[src/pkg/raster_pkg.sv]
// Shared constants and types for the rasteriser walk message generator
package raster_pkg;
	// Register byte offsets on the bus
	localparam logic [7:0] MODE_OFS = 8'h00;
	localparam logic [7:0] XDOM_OFS = 8'h04;
	localparam logic [7:0] XSUB_OFS = 8'h08;
	localparam logic [7:0] ROW_OFS = 8'h0C;
	localparam logic [7:0] DOMSLOPE_OFS = 8'h10;
	localparam logic [7:0] SUBSLOPE_OFS = 8'h14;
	localparam logic [7:0] ROWSTEP_OFS = 8'h18;
	localparam logic [7:0] COUNT_OFS = 8'h1C;
	localparam logic [7:0] PATTERN_OFS = 8'h20;
	localparam logic [7:0] RENDER_OFS = 8'h24;
	localparam logic [7:0] POLYRES_OFS = 8'h28;
	localparam logic [7:0] MINORRES_OFS = 8'h2C;
	localparam logic [7:0] MAJORRES_OFS = 8'h30;
	localparam logic [7:0] FINE_OFS = 8'h34;
	localparam logic [7:0] COVER_OFS = 8'h38;
	localparam logic [7:0] STATUS_OFS = 8'h3C;
	// Field positions in the mode register
	localparam int MODE_MIRROR = 0;
	localparam int MODE_INVERT = 1;
	localparam int MODE_FRAC_LO = 2;
	localparam int MODE_BIAS_LO = 4;
	localparam int MODE_W = 6;
	// Field positions in the render command word
	localparam int RD_FAST = 3;
	localparam int RD_INC_LO = 4;
	localparam int RD_TYPE_LO = 6;
	localparam int RD_SYNC = 11;
	// Fixed values
	localparam logic [15:0] FRAC_HALF = 16'h8000;
	localparam logic [15:0] FRAC_NEAR_HALF = 16'h7fff;
	localparam logic [15:0] BLOCK_BASE = 16'h0008;
	localparam logic [5:0] MASK_BITS = 6'h20;
	localparam int FINE_SIGN = 4;
	localparam int COVER_W = 9;
	localparam logic [31:0] RESET_WORD = 32'h0000_0000;
	// Output message tags
	typedef enum logic [3:0] {
		TAG_PREPARE = 4'h0, TAG_VALID_H = 4'h1, TAG_VALID_E = 4'h2,
		TAG_FAILED_H = 4'h3, TAG_FAILED_E = 4'h4, TAG_FINE = 4'h5,
		TAG_BOUNDS = 4'h6, TAG_GROUP = 4'h7, TAG_COVER = 4'h8
	} tag_type;
	// Primitive shapes
	localparam logic [1:0] SHAPE_LINE = 2'h0;
	localparam logic [1:0] SHAPE_TRAP = 2'h1;
	localparam logic [1:0] SHAPE_POINT = 2'h2;
endpackage

[src/pkg/raster_if.sv]
// Carrier between the walk core and its bias and mask helpers
`timescale 1ns/1ps
`default_nettype none
interface raster_if;
	logic [1:0] biasSel;
	logic [2:0][31:0] raw;
	logic [2:0][31:0] loaded;
	logic [31:0] pattern;
	logic mirror;
	logic invert;
	logic tapBit;
	logic [31:0] rotated;
	modport core (output biasSel, raw, pattern, mirror, invert,
		input loaded, tapBit, rotated);
	modport bias (input biasSel, raw, output loaded);
	modport mask (input pattern, mirror, invert, output tapBit, rotated);
endinterface
`default_nettype wire

[src/hdl/coord_bias.sv]
// Start coordinate bias applied on the way into the interpolators
`timescale 1ns/1ps
`default_nettype none
module coord_bias
	import raster_pkg::*;
(
	raster_if.bias bus
);
	logic [31:0] addend;

	// Bias amount from the two-bit field
	always_comb begin
		case (bus.biasSel)
			2'h1: addend = {16'h0000, FRAC_HALF};
			2'h2: addend = {16'h0000, FRAC_NEAR_HALF};
			default: addend = RESET_WORD;
		endcase
	end

	// One adder per start coordinate
	for (genvar i = 0; i < 3; i++) begin : g_add
		assign bus.loaded[i] = bus.raw[i] + addend;
	end
endmodule // coord_bias
`default_nettype wire

[src/hdl/mask_tap.sv]
// Bitmask bit extraction, optional inversion and rotation
`timescale 1ns/1ps
`default_nettype none
module mask_tap
	import raster_pkg::*;
(
	raster_if.mask bus
);
	logic picked;

	// Mirror picks the top bit and consumes downwards
	always_comb begin
		if (bus.mirror) begin
			picked = bus.pattern[31];
			bus.rotated = {bus.pattern[30:0], bus.pattern[31]};
		end else begin
			picked = bus.pattern[0];
			bus.rotated = {bus.pattern[0], bus.pattern[31:1]};
		end
		bus.tapBit = picked ^ bus.invert;
	end
endmodule // mask_tap
`default_nettype wire

[src/hdl/raster_walk_message_generator.sv]
// Rasteriser output stage: walk, fill, correction and coverage messages
`timescale 1ns/1ps
`default_nettype none
module raster_walk_message_generator
	import raster_pkg::*;
(
	input wire logic clk,
	input wire logic rstn,
	input wire logic ce,
	input wire logic cyc_i,
	input wire logic stb_i,
	input wire logic we_i,
	input wire logic [7:0] adr_i,
	input wire logic [3:0] sel_i,
	input wire logic [31:0] dat_i,
	output logic [31:0] dat_o,
	output logic ack_o,
	output logic msgValid,
	output tag_type msgTag,
	output logic [31:0] msgData,
	input wire logic msgReady
);
	typedef enum logic [2:0] {
		S_IDLE = 3'h0, S_PREP = 3'h1, S_POINT = 3'h2, S_LINE = 3'h3,
		S_SPAN = 3'h4, S_PIX = 3'h5, S_FILL = 3'h6, S_ROW = 3'h7
	} fsm_type;

	typedef struct packed {
		logic ack;
		logic [31:0] rdat;
		logic msgValid;
		tag_type msgTag;
		logic [31:0] msgData;
		fsm_type fsm;
		logic [MODE_W-1:0] mode;
		logic [31:0] renderData;
		logic [2:0][31:0] start;
		logic [31:0] domSlope;
		logic [31:0] subSlope;
		logic [31:0] rowStep;
		logic [15:0] countReg;
		logic [15:0] counter;
		logic [31:0] xDomAcc;
		logic [31:0] xSubAcc;
		logic [31:0] rowAcc;
		logic [15:0] xCur;
		logic [15:0] xStop;
		logic [31:0] pattern;
		logic [5:0] bitsLeft;
	} core_type;

	core_type r_reg, r_next;
	raster_if link ();
	logic canSend, doWrite, isCmd, sync, maskOk, active, last, upward;
	logic [15:0] rowInt, stepped, fillInc;
	logic [1:0] fracSel;

	coord_bias u_bias (.bus(link.bias));
	mask_tap u_mask (.bus(link.mask));

	// Helpers see the stored, unbiased start registers
	assign link.biasSel = r_reg.mode[MODE_BIAS_LO +: 2];
	assign link.raw = r_reg.start;
	assign link.pattern = r_reg.pattern;
	assign link.mirror = r_reg.mode[MODE_MIRROR];
	assign link.invert = r_reg.mode[MODE_INVERT];

	// Byte lane merge for parameter writes
	function automatic logic [31:0] merge(input logic [31:0] old,
		input logic [31:0] wd, input logic [3:0] sel);
		logic [31:0] res;
		res = old;
		for (int b = 0; b < 4; b++) begin
			if (sel[b]) begin
				res[8*b +: 8] = wd[8*b +: 8];
			end
		end
		return res;
	endfunction

	// Walk decisions shared by every fragment state
	always_comb begin
		canSend = !r_reg.msgValid || msgReady;
		sync = r_reg.renderData[RD_SYNC];
		maskOk = !sync || (r_reg.bitsLeft != 6'h00);
		active = !sync || link.tapBit;
		rowInt = r_reg.rowAcc[31:16];
		upward = r_reg.xCur < r_reg.xStop;
		stepped = upward ? r_reg.xCur + 16'h0001 : r_reg.xCur - 16'h0001;
		last = stepped == r_reg.xStop;
		fillInc = BLOCK_BASE << r_reg.renderData[RD_INC_LO +: 2];
		fracSel = r_reg.mode[MODE_FRAC_LO +: 2];
		isCmd = adr_i inside {RENDER_OFS, POLYRES_OFS, MINORRES_OFS,
			MAJORRES_OFS, FINE_OFS, COVER_OFS};
		doWrite = cyc_i && stb_i && we_i && r_reg.ack;
	end

	// Next state: walk machine, then bus writes
	always_comb begin
		r_next = r_reg;
		r_next.ack = 1'b0;
		if (canSend) begin
			r_next.msgValid = 1'b0;
		end
		case (r_reg.fsm)
			S_IDLE: begin
			end
			// Announce the primitive before any walk message
			S_PREP: begin
				if (canSend) begin
					r_next.msgValid = 1'b1;
					r_next.msgTag = TAG_PREPARE;
					r_next.msgData = r_reg.renderData;
					case (r_reg.renderData[RD_TYPE_LO +: 2])
						SHAPE_LINE: r_next.fsm = S_LINE;
						SHAPE_POINT: r_next.fsm = S_POINT;
						default: r_next.fsm = S_SPAN;
					endcase
				end
			end
			S_POINT: begin
				if (canSend && maskOk) begin
					r_next.msgValid = 1'b1;
					r_next.msgTag = active ? TAG_VALID_H : TAG_FAILED_H;
					r_next.msgData = {rowInt, r_reg.xDomAcc[31:16]};
					r_next.fsm = S_IDLE;
					if (sync) begin
						r_next.pattern = link.rotated;
						r_next.bitsLeft = r_reg.bitsLeft - 6'h01;
					end
				end
			end
			// Lines step rowStep per fragment along the major edge
			S_LINE: begin
				if (r_reg.counter == 16'h0000) begin
					r_next.fsm = S_IDLE;
				end else if (canSend && maskOk) begin
					r_next.msgValid = 1'b1;
					r_next.msgTag = active ? TAG_VALID_E : TAG_FAILED_E;
					r_next.msgData = {rowInt, r_reg.xDomAcc[31:16]};
					r_next.xDomAcc = r_reg.xDomAcc + r_reg.domSlope;
					r_next.rowAcc = r_reg.rowAcc + r_reg.rowStep;
					r_next.counter = r_reg.counter - 16'h0001;
					if (sync) begin
						r_next.pattern = link.rotated;
						r_next.bitsLeft = r_reg.bitsLeft - 6'h01;
					end
				end
			end
			// Span set-up; the far edge itself is not plotted
			S_SPAN: begin
				if (r_reg.counter == 16'h0000) begin
					r_next.fsm = S_IDLE;
				end else begin
					r_next.xCur = r_reg.xDomAcc[31:16];
					r_next.xStop = r_reg.xSubAcc[31:16];
					if (r_reg.xDomAcc[31:16] == r_reg.xSubAcc[31:16]) begin
						r_next.fsm = S_ROW;
					end else if (!r_reg.renderData[RD_FAST]) begin
						r_next.fsm = S_PIX;
					end else if (r_reg.xDomAcc[31:16] >
						r_reg.xSubAcc[31:16]) begin
						r_next.fsm = S_ROW;
					end else if (canSend) begin
						r_next.msgValid = 1'b1;
						r_next.msgTag = TAG_BOUNDS;
						r_next.msgData = {r_reg.xSubAcc[31:16],
							r_reg.xDomAcc[31:16]};
						r_next.fsm = S_FILL;
					end
				end
			end
			// Stall here while the mask is used up
			S_PIX: begin
				if (canSend && maskOk) begin
					r_next.msgValid = 1'b1;
					if (last) begin
						r_next.msgTag = active ? TAG_VALID_E : TAG_FAILED_E;
						r_next.fsm = S_ROW;
					end else begin
						r_next.msgTag = active ? TAG_VALID_H : TAG_FAILED_H;
					end
					r_next.msgData = {rowInt, r_reg.xCur};
					r_next.xCur = stepped;
					if (sync) begin
						r_next.pattern = link.rotated;
						r_next.bitsLeft = r_reg.bitsLeft - 6'h01;
					end
				end
			end
			S_FILL: begin
				if (r_reg.xCur >= r_reg.xStop) begin
					r_next.fsm = S_ROW;
				end else if (canSend) begin
					r_next.msgValid = 1'b1;
					r_next.msgTag = TAG_GROUP;
					r_next.msgData = {rowInt, r_reg.xCur};
					r_next.xCur = r_reg.xCur + fillInc;
				end
			end
			// Only the accumulators and the counter move, never the parameters
			S_ROW: begin
				r_next.xDomAcc = r_reg.xDomAcc + r_reg.domSlope;
				r_next.xSubAcc = r_reg.xSubAcc + r_reg.subSlope;
				r_next.rowAcc = r_reg.rowAcc + r_reg.rowStep;
				r_next.counter = r_reg.counter - 16'h0001;
				r_next.fsm = S_SPAN;
			end
			default: r_next.fsm = S_IDLE;
		endcase

		// Commands wait for an idle walk and a free output
		if (cyc_i && stb_i && !r_reg.ack &&
			(!(we_i && isCmd) || (r_reg.fsm == S_IDLE && canSend))) begin
			r_next.ack = 1'b1;
			case (adr_i)
				XDOM_OFS: r_next.rdat = r_reg.start[0];
				XSUB_OFS: r_next.rdat = r_reg.start[1];
				ROW_OFS: r_next.rdat = r_reg.start[2];
				DOMSLOPE_OFS: r_next.rdat = r_reg.domSlope;
				SUBSLOPE_OFS: r_next.rdat = r_reg.subSlope;
				ROWSTEP_OFS: r_next.rdat = r_reg.rowStep;
				COUNT_OFS: r_next.rdat = {16'h0000, r_reg.countReg};
				PATTERN_OFS: r_next.rdat = r_reg.pattern;
				STATUS_OFS: r_next.rdat = {r_reg.counter, 2'h0,
					r_reg.bitsLeft, 7'h00, r_reg.fsm != S_IDLE};
				default: r_next.rdat = RESET_WORD;
			endcase
		end

		// Writes land on the edge that sees the acknowledge
		if (doWrite) begin
			case (adr_i)
				MODE_OFS: r_next.mode = dat_i[MODE_W-1:0];
				XDOM_OFS: r_next.start[0] = merge(r_reg.start[0], dat_i, sel_i);
				XSUB_OFS: r_next.start[1] = merge(r_reg.start[1], dat_i, sel_i);
				ROW_OFS: r_next.start[2] = merge(r_reg.start[2], dat_i, sel_i);
				DOMSLOPE_OFS: r_next.domSlope = merge(r_reg.domSlope, dat_i, sel_i);
				SUBSLOPE_OFS: r_next.subSlope = merge(r_reg.subSlope, dat_i, sel_i);
				ROWSTEP_OFS: r_next.rowStep = merge(r_reg.rowStep, dat_i, sel_i);
				COUNT_OFS: r_next.countReg = dat_i[15:0];
				PATTERN_OFS: begin
					r_next.pattern = dat_i;
					r_next.bitsLeft = MASK_BITS;
				end
				// Undefined shape code is dropped silently
				RENDER_OFS: begin
					if (dat_i[RD_TYPE_LO +: 2] != 2'h3) begin
						r_next.renderData = dat_i;
						r_next.xDomAcc = link.loaded[0];
						r_next.xSubAcc = link.loaded[1];
						r_next.rowAcc = link.loaded[2];
						r_next.counter = r_reg.countReg;
						r_next.fsm = S_PREP;
					end
				end
				// Position carries on; only fractions are forced
				POLYRES_OFS: begin
					r_next.counter = dat_i[15:0];
					case (fracSel)
						2'h1: begin
							r_next.xDomAcc[15:0] = 16'h0000;
							r_next.rowAcc[15:0] = 16'h0000;
						end
						2'h2: begin
							r_next.xDomAcc[15:0] = FRAC_HALF;
							r_next.rowAcc[15:0] = FRAC_HALF;
						end
						2'h3: begin
							r_next.xDomAcc[15:0] = FRAC_NEAR_HALF;
							r_next.rowAcc[15:0] = FRAC_NEAR_HALF;
						end
						default: begin
						end
					endcase
					r_next.fsm = S_LINE;
				end
				MINORRES_OFS: begin
					r_next.xSubAcc = link.loaded[1];
					r_next.counter = dat_i[15:0];
					r_next.fsm = (dat_i[15:0] == 16'h0000) ? S_IDLE : S_SPAN;
				end
				MAJORRES_OFS: begin
					r_next.xDomAcc = link.loaded[0];
					r_next.counter = dat_i[15:0];
					r_next.fsm = S_SPAN;
				end
				FINE_OFS: begin
					r_next.msgValid = 1'b1;
					r_next.msgTag = TAG_FINE;
					r_next.msgData = {27'h000_0000, dat_i[FINE_SIGN:0]};
				end
				COVER_OFS: begin
					r_next.msgValid = 1'b1;
					r_next.msgTag = TAG_COVER;
					r_next.msgData = {23'h00_0000, dat_i[COVER_W-1:0]};
				end
				default: begin
				end
			endcase
		end
	end

	// Single state register, frozen while ce is low and rstn is high
	always_ff @(posedge clk) begin
		if (!rstn) begin
			r_reg <= '0;
		end else if (ce) begin
			r_reg <= r_next;
		end
	end

	assign dat_o = r_reg.rdat;
	assign ack_o = r_reg.ack;
	assign msgValid = r_reg.msgValid;
	assign msgTag = r_reg.msgTag;
	assign msgData = r_reg.msgData;

	// Helper: a prepare has gone out since the last render command;
	// resumes continue the primitive and need no fresh prepare
	logic prepSeen;
	always_ff @(posedge clk) begin
		if (!rstn || (ce && doWrite && adr_i == RENDER_OFS)) begin
			prepSeen <= 1'b0;
		end else if (r_reg.msgValid && r_reg.msgTag == TAG_PREPARE) begin
			prepSeen <= 1'b1;
		end
	end
endmodule // raster_walk_message_generator
`default_nettype wire

[config.mk]
export PLATFORM = sky130hd
export DESIGN_NAME = raster_walk_message_generator
export DESIGN_NICKNAME = d
export VERILOG_FILES = /design/src/pkg/raster_pkg.sv /design/src/pkg/raster_if.sv /design/src/hdl/coord_bias.sv /design/src/hdl/mask_tap.sv /design/src/hdl/raster_walk_message_generator.sv
export SDC_FILE = /design/constraint.sdc
export NUM_CORES = 2
export LEC_CHECK = 0
export BUFFER_PORTS_ARGS = -buffer_cell sky130_fd_sc_hd__buf_2
export CAP_MARGIN = 20
export CORE_ASPECT_RATIO = 2
export CORE_MARGIN = 2
export CORE_UTILIZATION = 55
export DETAILED_ROUTE_END_ITERATION = 7
export PLACE_DENSITY_LB_ADDON = 0.25
export SLEW_MARGIN = 20
export SYNTH_ARGS = -nofsm -noshare
export SYNTH_HDL_FRONTEND = slang
export SYNTH_HIERARCHICAL = 1
export SYNTH_SLANG_ARGS = --single-unit
[constraint.sdc]
create_clock -name clk -period 5.58 [get_ports clk]
set_clock_uncertainty 0.2 [all_clocks]
set_input_delay 0.558 -clock clk [delete_from_list [all_inputs] [get_ports clk]]
set_output_delay 0.558 -clock clk [all_outputs]
set_load 0.05 [all_outputs]
==> results.json, run 1 <==
{
  "dpl.hpwl_um": 130000,
  "numCtsBuffers": 48,
  "dieWidth_um": 182,
  "cts_max_path_buffers": 3,
  "status": "did not finish",
  "grt_pass1_vias": 37833,
  "synth_area_leaders": "dfxtp_1 (29%), mux2i_1 (6.6%), ha_1 (5.5%)",
  "yosys_warnings": 6,
  "grt_use_total_pct": 58.3,
  "lastStage": "5_1_grt",
  "syn-cell-area_sq_mm": 0.0348,
  "io_buffers": 120,
  "rows": 130,
  "start_util_pct": 55.5,
  "error_message": "[ERROR GRT-0116] Global routing finished with congestion. Check the congestion regions in the DRC Viewer.",
  "grt_first_pass_wirelength_um": 280000,
  "place_worst_setup_slack_ns": -0.188,
  "synth.distinct_cells": 98,
  "die_y_um": 360,
  "synth_most_common_cell": "dfxtp_1",
  "yosys.area.top_type_share_pct": 28.8,
  "ys_top_cells_by_count": "dfxtp_1 (501), nand2_1 (413), o21ai_0 (311)",
  "yosysTopAreaCell": "dfxtp_1",
  "synth_ff_type": "dfxtp_1",
  "grt-ovfl-total": 2,
  "gp_congestion": 1.11,
  "io_pins": 121,
  "grt_max_degree": 278,
  "synth-edff-count": 0,
  "synth_seq_area_share_pct": 28.8,
  "synthArstFlopShare_pct": 0,
  "syn_inst": 4294,
  "clock_sinks": 501,
  "place_area_sq_mm": 0.0364,
  "syn-num-nets": 4504,
  "dp.cells": 5061,
  "cts_root_buf": "clkbuf_16",
  "ys_ff_latch": 501,
  "syn_avg_cell_area_sq_um": 8.10,
  "postCtsSetupBuffers": 0,
  "cts.htree.levels": 2
}
[layer usage]
layer	GRT usage, %	GRT overflow
met1	56.6	0
met2	84.9	1
met3	29.6	0
met4	62.1	1
met5	6.57	0
[through the flow]
stage | util (%) | setup TNS, ns
after floorplan | - | 0
after detailed placement | 58.2 | -0.188
after CTS | 60.9 | 0
after global placement | 58.2 | -0.135
[kinds of logic after synthesis]
kind of cell,Yosys count,share of synthesized area [%]
flip-flops,501,28.8
buffers and inverters,413,5.44
AO/OA/AOI/OAI,1376,26.7
multiplexers,263,8.01
XOR/XNOR,211,5.31
AND/OR/NAND/NOR,1371,19.9
adder cells (fa/ha/maj),159,5.83
[timing repair]
item	4_1_cts
setup endpoints to repair	1
hold buffers	0
pin swaps	2
gates resized for setup	8
==> run 2: changes to the inputs <==
--- a/config.mk
+++ b/config.mk
@@ -7,11 +7,10 @@
 export LEC_CHECK = 0
 export BUFFER_PORTS_ARGS = -buffer_cell sky130_fd_sc_hd__buf_2
 export CAP_MARGIN = 20
-export CORE_ASPECT_RATIO = 2
 export CORE_MARGIN = 2
-export CORE_UTILIZATION = 55
+export CORE_UTILIZATION = 40
 export DETAILED_ROUTE_END_ITERATION = 7
-export PLACE_DENSITY_LB_ADDON = 0.25
+export PLACE_DENSITY_LB_ADDON = 0.15
 export SLEW_MARGIN = 20
 export SYNTH_ARGS = -nofsm -noshare
 export SYNTH_HDL_FRONTEND = slang
==> constraint.sdc (replaced) <==
create_clock -name clk -period 7.3 [get_ports clk]
set_clock_uncertainty 0.2 [all_clocks]
set_input_delay 0.73 -clock clk [delete_from_list [all_inputs] [get_ports clk]]
set_output_delay 0.73 -clock clk [all_outputs]
set_load 0.05 [all_outputs]
==> results.json, run 2 <==
{
  "rows": 108,
  "core_sq_mm": 0.0865,
  "synth_seq_area_share_pct": 28.8,
  "syn-cell-area_sq_mm": 0.0348,
  "dpl.hpwl_um": 112000,
  "clock_sinks": 501,
  "finalWorstPathRequiredPeriod_ns": 6.06,
  "ys_ff_latch": 501,
  "slowest_delay_ns": 0.46,
  "p_leak_nw": 14.0,
  "setup_violations": 0,
  "clk_pin_slew_ns": 0.06,
  "rsz0062_at_grt": "no",
  "drive_gt1_share_pct": 9.45,
  "cts_root_buf": "clkbuf_16",
  "postCtsSetupBuffers": 0,
  "cp-end-kind": "register",
  "worstPathCellList": "inv_1, ha_1, a21oi_1, a21oi_1, a211oi_1, nand2_1, buf_4, ha_1, and2_1, a221oi_2, a32oi_1, a21bo_2, o41ai_1, xnor2_1, xnor2_1, nor4_1, buf_4, ha_1, nand2_1, nand2_1, a221oi_1, a21oi_1, o21ai_0, a21oi_1",
  "holdBufCountCts": 0,
  "crit_slowest_cell": "a211oi_1",
  "synthArstFlopShare_pct": 0,
  "fin_crit_sh_pct": 83.0,
  "cts.htree.levels": 2,
  "synth-edff-count": 0,
  "rr_startpoint": "r_reg[49]",
  "gp_congestion": 0.992,
  "timing.final.max_slew_violations": 0,
  "r2r_slack_ns": 1.24,
  "ys_top_cells_by_count": "dfxtp_1 (501), nand2_1 (413), o21ai_0 (311)",
  "numCtsBuffers": 61,
  "grt-ovfl-total": 0,
  "r2r_cells": 24,
  "power_density_mw_per_mm2": 180,
  "antenna_found_initial": 5,
  "start_util_pct": 40.2,
  "whs_endpoint": "r_reg[45]",
  "cts_max_path_buffers": 3,
  "drt_iter0_markers": 4162,
  "die_y_um": 299,
  "r2r_end": "msgTag[1]",
  "arrival_ns": 6.38,
  "worstMarginPinSlew_ns": 1.31,
  "max_freq_ghz": 0.165,
  "syn_inst": 4294,
  "wl_per_cell_um": 28.4,
  "synth_area_leaders": "dfxtp_1 (29%), mux2i_1 (6.6%), ha_1 (5.5%)",
  "grt_pass1_vias": 31235,
  "holdWs_ns": 0.265,
  "dieWidth_um": 299,
  "yosys.area.top_type_share_pct": 28.8,
  "cp_max_fo": 11,
  "crit_path_start_kind": "register",
  "drc": 0,
  "die_area_sq_mm": 0.0893,
  "cts.repair.resized": 0,
  "status": "finished, final reports clean",
  "synth_ff_type": "dfxtp_1",
  "dr.pass1.iters": 7,
  "hold_path.class": "reg2reg",
  "vdd_drop_max_mv": 0.178,
  "io_pins": 121,
  "fin_total_pwr_w": 0.00683,
  "syn-num-nets": 4504,
  "largest_reg_flops": 297,
  "cts_tree": "done",
  "grt_use_total_pct": 32.9,
  "worstPathRequired_ns": 7.63,
  "tns_ns": 0,
  "antenna_cells": 0,
  "crit_path_frequent_cell": "a21oi_1",
  "final_common_cell": "dfxtp_1",
  "grt_max_degree": 277,
  "clk_latency_ns": 0.67,
  "viasPerCell": 6.34,
  "synth.distinct_cells": 98,
  "grt_first_pass_wirelength_um": 221000,
  "yosys_warnings": 6,
  "ant_nets": 0,
  "synth_most_common_cell": "dfxtp_1",
  "num-nets-final": 4407,
  "worstHoldStart": "r_reg[45]",
  "max-cap-violations": 0,
  "area_growth_pct": 9.19,
  "layout_common_cells": "dfxtp_1 (500), nand2_1 (413), o21ai_0 (311)",
  "via_count": 34240,
  "io_buffers": 120,
  "syn_avg_cell_area_sq_um": 8.10,
  "worstSetupPathType": "reg2reg",
  "final_hold_viol_count": 0,
  "wirelength_um": 153000,
  "yosysTopAreaCell": "dfxtp_1",
  "relSlewSlack_pct": 12.2,
  "hold_path_depth": 2,
  "fin_util_pct": 43.9
}
==> run 2: power by group <==
part | switching, W | internal, W
logic | 0.000536 | 0.000252
registers | 0.0000395 | 0.00276
clock network | 0.00135 | 0.00189
==> run 2: layout make-up <==
cell class	instances	area, sq um
Fill cell	8821	48500
Clock inverter	32	360
Sequential cell	501	10000
Inverter	61	229
Clock buffer	79	1750
Tap cell	1155	1450
Timing Repair Buffer	192	1200
Multi-Input combinational cell	3380	23000
==> run 2: kinds of logic after synthesis <==
| kind of cell | Yosys count | share of synthesized area [%] |
|---|---|---|
| flip-flops | 501 | 28.8 |
| AO/OA/AOI/OAI | 1376 | 26.7 |
| multiplexers | 263 | 8.01 |
| XOR/XNOR | 211 | 5.31 |
| adder cells (fa/ha/maj) | 159 | 5.83 |
| buffers and inverters | 413 | 5.44 |
| AND/OR/NAND/NOR | 1371 | 19.9 |
==> run 2: metrics by stage <==
stage	setup WS (ns)	cell area, sq um	cells
floorplan	1.89	34800	4294
detailed placement	1.27	35900	5288
CTS	1.26	38000	5399
finish	1.24	38000	5400
global placement	1.26	35800	5288
global route	0.822	38000	5400
==> run 2: metal layers <==
| metal | vias up | GRT usage [%] | wire length, um |
|---|---|---|---|
| met2 | 1654 | 49.7 | 65800 |
| li1 | 15564 | - | - |
| met4 | 6 | 12.7 | 6810 |
| met3 | 332 | 5.38 | 13800 |
| met1 | 16684 | 46.7 | 66800 |
| met5 | - | 0 | 43 |
==> run 2: worst max-delay path by stage <==
| stage | startpoint | end | slack, ns | cells after the start |
|---|---|---|---|---|
| floorplan | r_reg[47] | msgTag[1] | 1.89 | 23 |
| global placement | r_reg[49] | msgTag[1] | 1.26 | 24 |
| detailed placement | r_reg[49] | msgTag[1] | 1.27 | 24 |
| CTS | r_reg[49] | msgTag[1] | 1.26 | 24 |
| global route | r_reg[49] | msgTag[1] | 0.82 | 24 |
| finish | r_reg[49] | msgTag[1] | 1.24 | 24 |
==> run 2: worst max-delay path, delay by kind of cell (launching register included) <==
kind	cells	cell delay [ns]
flops	1	0.45
buf+inv	3	0.55
xor+xnor	2	0.36
compound gates	11	2.73
fa+ha+maj	3	0.91
simple gates	5	0.74
Power figures use the tool's default switching activity.
